## src/logic/cba_defines.svh

```systemverilog
// shared constants for the cluster bus arbiter
`ifndef CBA_DEFINES_SVH
`define CBA_DEFINES_SVH
`define CBA_NUM_PROCS 8
`define CBA_ID_W 3
`define CBA_RESET_OWNER 3'h0
`endif

```

## src/logic/cba_pkg.sv

```systemverilog
// types for the cluster bus arbiter
package cba_pkg;
  // request agent states, gray coded along idle -> request -> own -> release
  typedef enum logic [1:0] {
    CBA_IDLE = 2'b00,
    CBA_REQ = 2'b01,
    CBA_OWN = 2'b11,
    CBA_DONE = 2'b10
  } cba_state_e;
endpackage

```

## src/logic/cba_rr_pick.sv

```systemverilog
// round-robin picker: first requester above the owner, wrapping, with the owner itself tried last
`timescale 1ns/1ns
module cba_rr_pick #(
  parameter int N = 8,
  parameter int W = 3
) (
  input wire logic [N-1:0] i_req, // candidate requesters, active high
  input wire logic [W-1:0] i_owner, // present owner id
  output logic o_any, // some candidate present
  output logic [W-1:0] o_pick // winning id
);
  // ---------------------------------------------------------------
  // search upward from owner+1 and wrap
  // ---------------------------------------------------------------
  always_comb begin
    logic [W-1:0] idx;
    idx = '0;
    o_any = 1'b0;
    o_pick = i_owner;
    for (int k = N; k >= 1; k--) begin
      idx = W'((int'(i_owner) + k) % N);
      if (i_req[idx]) begin
        o_any = 1'b1;
        o_pick = idx;
      end
    end
  end
endmodule // cba_rr_pick

```

## src/logic/cba_arbiter.sv

```systemverilog
// distributed bus arbiter node for one processor of the cluster
`timescale 1ns/1ns
`include "cba_defines.svh"
// Overview of operation
// - id zero owns bus after reset
// - equal priority passes round robin upward
// - decide from owner and request lines only
// - core access drives request and core priority
// - high dma drives dma priority unless core
// - rank host, core, dma, then plain
// - higher rank preempts current owner
// - no priority lines means id rotation
// - dma priority active while high dma pending
// - owner finishes transaction then drops request
// - normal dma waits while dma priority active
// - several dma priority go by rotation
// - high dma done drops both lines
// - rotation continues from preempting owner
// - owner drives its master flag low
// - core priority makes dma requesters withdraw
module cba_arbiter
  import cba_pkg::*;
#(
  parameter int NUM_PROCS = `CBA_NUM_PROCS,
  parameter int ID_W = `CBA_ID_W
) (
  input wire logic i_clock, // shared bus clock
  input wire logic i_resetn, // async reset, active low
  input wire logic [ID_W-1:0] i_proc_id, // static unique id
  input wire logic i_core_req, // core wants the bus
  input wire logic i_dma_req, // dma channel wants the bus
  input wire logic i_dma_high, // that dma channel is high priority
  input wire logic i_xfer_busy, // a transaction is in progress
  input wire logic [NUM_PROCS-1:0] i_bus_request_n, // all request lines, own included
  input wire logic i_host_bus_request_n, // host request
  input wire logic i_core_priority_access_n, // wired core priority of cluster
  input wire logic i_dma_priority_access_n, // wired dma priority of cluster
  output logic o_bus_request_n, // our request line
  output logic o_core_priority_access_n, // our core priority line
  output logic o_dma_priority_access_n, // our dma priority line
  output logic o_bus_owner_flag_n, // low while we own the bus
  output logic o_grant // we may run a transaction
);
  // ---------------------------------------------------------------
  // local state
  // ---------------------------------------------------------------
  logic [ID_W-1:0] owner_ff, nxt_owner;
  logic [ID_W-1:0] id_ff;
  cba_state_e state_ff;
  logic req_ff, cpa_ff, dpa_ff;
  logic [NUM_PROCS-1:0] req_hi;
  logic any_req;
  logic [ID_W-1:0] pick;
  logic host_act, cpa_act, dpa_act, owner_req;
  logic want, my_cpa, my_dpa, withdraw;
  logic self_owner;

  // ownership decode, shared by the agent and the flag
  function automatic logic is_owner(input logic [ID_W-1:0] owner, input logic [ID_W-1:0] id);
    return owner == id;
  endfunction

  assign self_owner = is_owner(owner_ff, id_ff);

  // active-low lines inverted once here; all feed bus-clock registers, and host_act also gates o_grant directly
  assign req_hi = ~i_bus_request_n;
  assign host_act = ~i_host_bus_request_n;
  assign cpa_act = ~i_core_priority_access_n;
  assign dpa_act = ~i_dma_priority_access_n;
  assign owner_req = req_hi[owner_ff];

  // ---------------------------------------------------------------
  // identifier capture
  // ---------------------------------------------------------------
  // sampled after reset release so a strap never feeds the async path
  always_ff @(posedge i_clock or negedge i_resetn) begin
    if (!i_resetn) begin
      id_ff <= '0;
    end else begin
      id_ff <= i_proc_id;
    end
  end

  // ---------------------------------------------------------------
  // ownership tracking
  // ---------------------------------------------------------------
  // priority filtering is done by the requesters withdrawing, so the
  // picker only needs the request lines and the owner
  cba_rr_pick #(.N(NUM_PROCS), .W(ID_W)) u_pick (
    .i_req(req_hi),
    .o_any(any_req),
    .i_owner(owner_ff),
    .o_pick(pick)
  );

  // owner keeps the bus while requesting; otherwise rotate from it
  always_comb begin
    nxt_owner = owner_ff;
    if (!owner_req && any_req) begin
      nxt_owner = pick;
    end
  end

  always_ff @(posedge i_clock or negedge i_resetn) begin
    if (!i_resetn) begin
      owner_ff <= ID_W'(`CBA_RESET_OWNER);
    end else if (!host_act) begin
      owner_ff <= nxt_owner;
    end
  end

  // ---------------------------------------------------------------
  // request agent
  // ---------------------------------------------------------------
  assign my_cpa = i_core_req;
  assign my_dpa = !i_core_req && i_dma_req && i_dma_high;
  // lower ranks withdraw when someone else shows a higher class
  always_comb begin
    withdraw = 1'b0;
    if (host_act) begin
      withdraw = 1'b1;
    end else if (!my_cpa && cpa_act && !cpa_ff) begin
      withdraw = 1'b1;
    end else if (!my_cpa && !my_dpa && dpa_act && !dpa_ff) begin
      withdraw = 1'b1;
    end
  end
  assign want = (i_core_req || i_dma_req) && !withdraw;

  // owner may only let go between transactions
  always_ff @(posedge i_clock or negedge i_resetn) begin
    if (!i_resetn) begin
      state_ff <= CBA_IDLE;
      req_ff <= 1'b0;
      cpa_ff <= 1'b0;
      dpa_ff <= 1'b0;
    end else begin
      unique case (state_ff)
        CBA_IDLE: begin
          if (want) begin
            state_ff <= CBA_REQ;
            req_ff <= 1'b1;
            cpa_ff <= my_cpa;
            dpa_ff <= my_dpa;
          end
        end
        CBA_REQ: begin
          if (!want) begin
            state_ff <= CBA_IDLE;
            req_ff <= 1'b0;
            cpa_ff <= 1'b0;
            dpa_ff <= 1'b0;
          end else begin
            // class lines track demand while waiting, so a late change is shown
            cpa_ff <= my_cpa;
            dpa_ff <= my_dpa;
            if (self_owner && !host_act) begin
              state_ff <= CBA_OWN;
            end
          end
        end
        CBA_OWN: begin
          if ((!want || !(i_core_req || i_dma_req)) && !i_xfer_busy) begin
            state_ff <= CBA_DONE;
            req_ff <= 1'b0;
            cpa_ff <= 1'b0;
            dpa_ff <= 1'b0;
          end else begin
            cpa_ff <= my_cpa;
            dpa_ff <= my_dpa;
          end
        end
        CBA_DONE: begin
          state_ff <= CBA_IDLE;
        end
      endcase
    end
  end

  // ---------------------------------------------------------------
  // outputs
  // ---------------------------------------------------------------
  assign o_bus_request_n = ~req_ff;
  assign o_core_priority_access_n = ~cpa_ff;
  assign o_dma_priority_access_n = ~dpa_ff;
  assign o_bus_owner_flag_n = ~self_owner;
  assign o_grant = (state_ff == CBA_OWN) && req_ff && !host_act;

  // ---------------------------------------------------------------
  // checks
  // ---------------------------------------------------------------
  AST_OWNER_HOLDS: assert property (@(posedge i_clock) disable iff (!i_resetn)
    owner_req && !host_act |=> owner_ff == $past(owner_ff))
    else $error("owner changed while owner still requesting");
  AST_ROTATE: assert property (@(posedge i_clock) disable iff (!i_resetn)
    !owner_req && any_req && !host_act |=> owner_ff == $past(pick))
    else $error("rotation did not move to picked id");
  AST_FLAG: assert property (@(posedge i_clock) disable iff (!i_resetn)
    (owner_ff == id_ff) == !o_bus_owner_flag_n)
    else $error("master flag disagrees with owner");
  AST_DPA_NOT_CPA: assert property (@(posedge i_clock) disable iff (!i_resetn)
    !(cpa_ff && dpa_ff))
    else $error("both priority lines driven");
  AST_CPA_WITH_REQ: assert property (@(posedge i_clock) disable iff (!i_resetn)
    !o_core_priority_access_n |-> !o_bus_request_n)
    else $error("core priority without request");
  AST_NO_DROP_BUSY: assert property (@(posedge i_clock) disable iff (!i_resetn)
    state_ff == CBA_OWN && i_xfer_busy |=> state_ff == CBA_OWN)
    else $error("released bus mid transaction");
  AST_HOST_FREEZE: assert property (@(posedge i_clock) disable iff (!i_resetn)
    host_act |-> !o_grant)
    else $error("grant while host holds bus");
  AST_DONE_DROPS: assert property (@(posedge i_clock) disable iff (!i_resetn)
    state_ff == CBA_DONE |-> o_bus_request_n && o_dma_priority_access_n)
    else $error("lines still driven after release");
  AST_CPA_WITHDRAW: assert property (@(posedge i_clock) disable iff (!i_resetn)
    (state_ff != CBA_OWN || !i_xfer_busy) && cpa_act && !cpa_ff && !my_cpa
    |=> o_bus_request_n && o_dma_priority_access_n)
    else $error("dma requester kept lines under core priority");
  AST_DPA_WITHDRAW: assert property (@(posedge i_clock) disable iff (!i_resetn)
    (state_ff != CBA_OWN || !i_xfer_busy) && dpa_act && !dpa_ff && !my_cpa && !my_dpa
    |=> o_bus_request_n)
    else $error("normal requester kept request under dma priority");
  AST_DPA_FOLLOWS: assert property (@(posedge i_clock) disable iff (!i_resetn)
    (state_ff == CBA_REQ || state_ff == CBA_OWN) && want
    |=> o_dma_priority_access_n == !$past(my_dpa))
    else $error("dma priority line does not follow high dma demand");
  AST_GRANT_OWNER: assert property (@(posedge i_clock) disable iff (!i_resetn)
    o_grant |-> !o_bus_owner_flag_n)
    else $error("grant without master flag");
  AST_HOST_HOLDS: assert property (@(posedge i_clock) disable iff (!i_resetn)
    host_act |=> owner_ff == $past(owner_ff))
    else $error("owner moved while host requests");
endmodule // cba_arbiter

```

## config.mk

```make
export PLATFORM = sky130hd
export DESIGN_NAME = cba_arbiter
export DESIGN_NICKNAME = d
export VERILOG_FILES = /design/src/logic/cba_pkg.sv /design/src/logic/cba_rr_pick.sv /design/src/logic/cba_arbiter.sv
export VERILOG_INCLUDE_DIRS = /design/src /design/src/logic
export SDC_FILE = /design/constraint.sdc
export NUM_CORES = 1
export LEC_CHECK = 0
export ABC_AREA = 1
export BUFFER_PORTS_ARGS = -buffer_cell sky130_fd_sc_hd__buf_2
export CORE_ASPECT_RATIO = 0.9
export CORE_MARGIN = 3
export CORE_UTILIZATION = 30
export CTS_CLUSTER_SIZE = 40
export DETAILED_ROUTE_END_ITERATION = 6
export RECOVER_POWER = 25
export SYNTH_ARGS = -nofsm -noshare
export SYNTH_HDL_FRONTEND = slang
export SYNTH_HIERARCHICAL = 1
export SYNTH_SLANG_ARGS = --single-unit
```

## constraint.sdc

```tcl
create_clock -name i_clock -period 2.95 [get_ports i_clock]
set_clock_uncertainty 0.15 [all_clocks]
set_input_delay 0.1475 -clock i_clock [delete_from_list [all_inputs] [get_ports i_clock]]
set_output_delay 0.1475 -clock i_clock [all_outputs]
set_load 0.1 [all_outputs]
```

==> flow_summary.json <==
{
  "synth_area_um2": 1400,
  "cts-hold-fix-buffers": 4,
  "cts.sinks": 11,
  "routed_via_density": 4.53,
  "fmax_ghz": 0.414,
  "drt_iter0_markers": 92,
  "drc": 0,
  "synth_top_area_cell": "dfrtp_1",
  "synthArstFlopShare_pct": 100,
  "netlist.area_leader.share_pct": 19.6,
  "fin_setup_tns_ns": 0,
  "required_ns": 2.96,
  "place_hpwl_um": 2830,
  "place.gp.congestion": 0.980,
  "nets": 274,
  "finalNonFillerCells": 311,
  "postRouteAntennaNets": 0,
  "p_leak_nw": 0.941,
  "port_buffers": 24,
  "ir_drop_uv": 312,
  "grtUsageTotal_pct": 13.0,
  "initial_core_util_pct": 32.7,
  "syn_to_final_growth_pct": 18.9,
  "rows": 22,
  "status": "completed",
  "drt_pass1_iterations": 4,
  "worstPathMaxFanout": 10,
  "grt_pass1_vias": 1272,
  "grt_max_degree": 21,
  "antenna_found_initial": 0,
  "slew_headroom_pct": 59.5,
  "diodes": 0,
  "yosys_warnings": 6,
  "dieHeight_um": 70.9,
  "cp_cell_sequence": "inv_8 -> ha_1 -> inv_1 -> nand3_1 -> nand3_2 -> nand2_2 -> inv_1 -> nand4_1 -> nor3_1 -> nand4_1 -> nand2_1 -> nand3b_4 -> nand2_1 -> o21ai_1",
  "cp_top_family": "simple AND/OR/NAND/NOR gates",
  "postSynthCellCount": 220,
  "powerDensity_nw_per_um2": 1280,
  "cts-root-buf": "clkbuf_8",
  "syn_nets": 242,
  "slew_violations": 0,
  "wl_per_cell_um": 11.1,
  "postCtsSetupBuffers": 0,
  "critPathKind": "reg2reg",
  "hold_violations": 0,
  "synth_common_cells": "66 x nand2_1, 36 x inv_1, 31 x nand3_1",
  "drv_cap": 0,
  "stdcell_area_um2": 1670,
  "synth_cell_types": 31,
  "post_dp_cell_area_um2": 1590,
  "grt_pass1_wl_um": 5900,
  "synth_most_common_cell": "nand2_1",
  "rsz0062_at_grt": "no",
  "cts_max_path_buffers": 2,
  "cts.reportedPaths.clkPinSlew_ns": 0.05,
  "cts_resized": 0,
  "routed_wl_um": 3460,
  "tightest_slew_ns": 0.608,
  "min_period_ns": 2.41,
  "vias": 1409,
  "hold_path.class": "in2reg",
  "ys_seq_area_share_pct": 19.6,
  "synthFlopType": "dfrtp_1",
  "critPathArrivalTime_ns": 2.42,
  "period_share_pct": 81.8,
  "post-route-util_pct": 38.9,
  "cts_tree": "built",
  "synth-edff-count": 0,
  "cp_slowest_cell": "dfrtp_1",
  "insertion_delay_ns": 0.24,
  "top_level_ports": 25,
  "synth_area_leaders": "dfrtp_1 20%, nand2_1 18%, nand3_1 11%",
  "numCtsBuffers": 3,
  "critPathLaunchType": "flip-flop",
  "syn_area_per_cell_um2": 6.38,
  "slowest_delay_ns": 0.44,
  "ys_ff_latch": 11,
  "grt_overflow": 0,
  "dieArea_um2": 5540,
  "htreeDepth": 1,
  "setup_violations": 0,
  "path_buf_inv": 3,
  "drive_gt1_share_pct": 25.5,
  "fp.coreArea_um2": 4290,
  "die_w_um": 78.1,
  "dp.cells": 303,
  "worstSetupEndpointType": "flip-flop"
}
## report_power, final
part           switching (mW)  total, mW  internal, mW
combinational            1.16       1.73         0.566
sequential             0.0620      0.261         0.199
clock                  0.0531      0.148        0.0946
total                    1.28       2.13         0.860
## cells in the final DEF (no fill, tap or decap), types with 5 or more instances in the layout
cell	instances
dfrtp_1	11
nand3_1	31
nand2_2	10
nand4_1	5
a21oi_1	8
nand2_1	66
o21ai_1	5
nand3_2	7
inv_1	36
buf_2	23
## sequential cells by signal, summed over array words and instances (netlist names)
register / count
id_ff: 3
owner_ff: 3
dpa_ff: 1
state_ff: 2
cpa_ff: 1
req_ff: 1
## tightest hold or removal path, cell delays in order
cell and delay (ns):
buf_2 0.10, nand3_1 0.08, nor2_2 0.04, nand2_1 0.04
nand2_1 0.04
## logic make-up (layout without fill, tap and decap cells)
group                    Yosys count  after routing  synth area share, %
AND/OR/NAND/NOR                  135            135                 50.3
flip-flops                        11             11                 19.6
AO/OA/AOI/OAI                     21             21                 9.09
buffers and inverters             45             76                 14.4
adder cells (fa/ha/maj)            2              2                 1.78
XOR/XNOR                           6              6                 4.81
## path summary, 6_finish.rpt
path / start / slack, ns / depth (start not counted) / endpoint
worst max-delay path: owner_ff[0]$_DFFE_PN0P_ / 0.54 / 14 / owner_ff[1]$_DFFE_PN0P_
worst min-delay path: i_dma_high / 0.12 / 5 / dpa_ff$_DFFE_PN0P_
worst max register to register: owner_ff[0]$_DFFE_PN0P_ / 0.54 / 14 / owner_ff[1]$_DFFE_PN0P_
worst min register to register: req_ff$_DFFE_PN0P_ / 0.33 / 2 / req_ff$_DFFE_PN0P_
max in group asynchronous: i_resetn / 1.97 / 2 / owner_ff[0]$_DFFE_PN0P_
min in group asynchronous: i_resetn / 0.29 / 2 / state_ff[1]$_DFFE_PN0P_
## stage by stage
stage	setup WS [ns]	total power, mW	hold WS [ns]
finish	0.536	2.13	0.117
global route	0.294	2.39	0.134
CTS	0.556	2.14	0.112
detailed placement	0.570	1.97	-0.117
global placement	0.562	1.99	-0.118
floorplan	0.594	1.68	-0.298
## routing by layer
metal  global-route usage [%]  wire length, um  vias to the layer above
met3                     2.54              156                        2
met5                        0                0                        -
met4                     2.33               24                        0
met1                     19.8             1810                      621
met2                     19.0             1470                       28
li1                         -                -                      758
## cell type report
| cell class | count | area, um^2 |
|---|---|---|
| repair buffers | 31 | 181 |
| inverters | 41 | 161 |
| fillers | 477 | 2630 |
| multi-input cells | 164 | 931 |
| clock buffers | 4 | 45.0 |
| well taps | 60 | 75.1 |
| flip-flops and latches | 11 | 275 |
No activity file was read; power rests on OpenSTA's default activity.
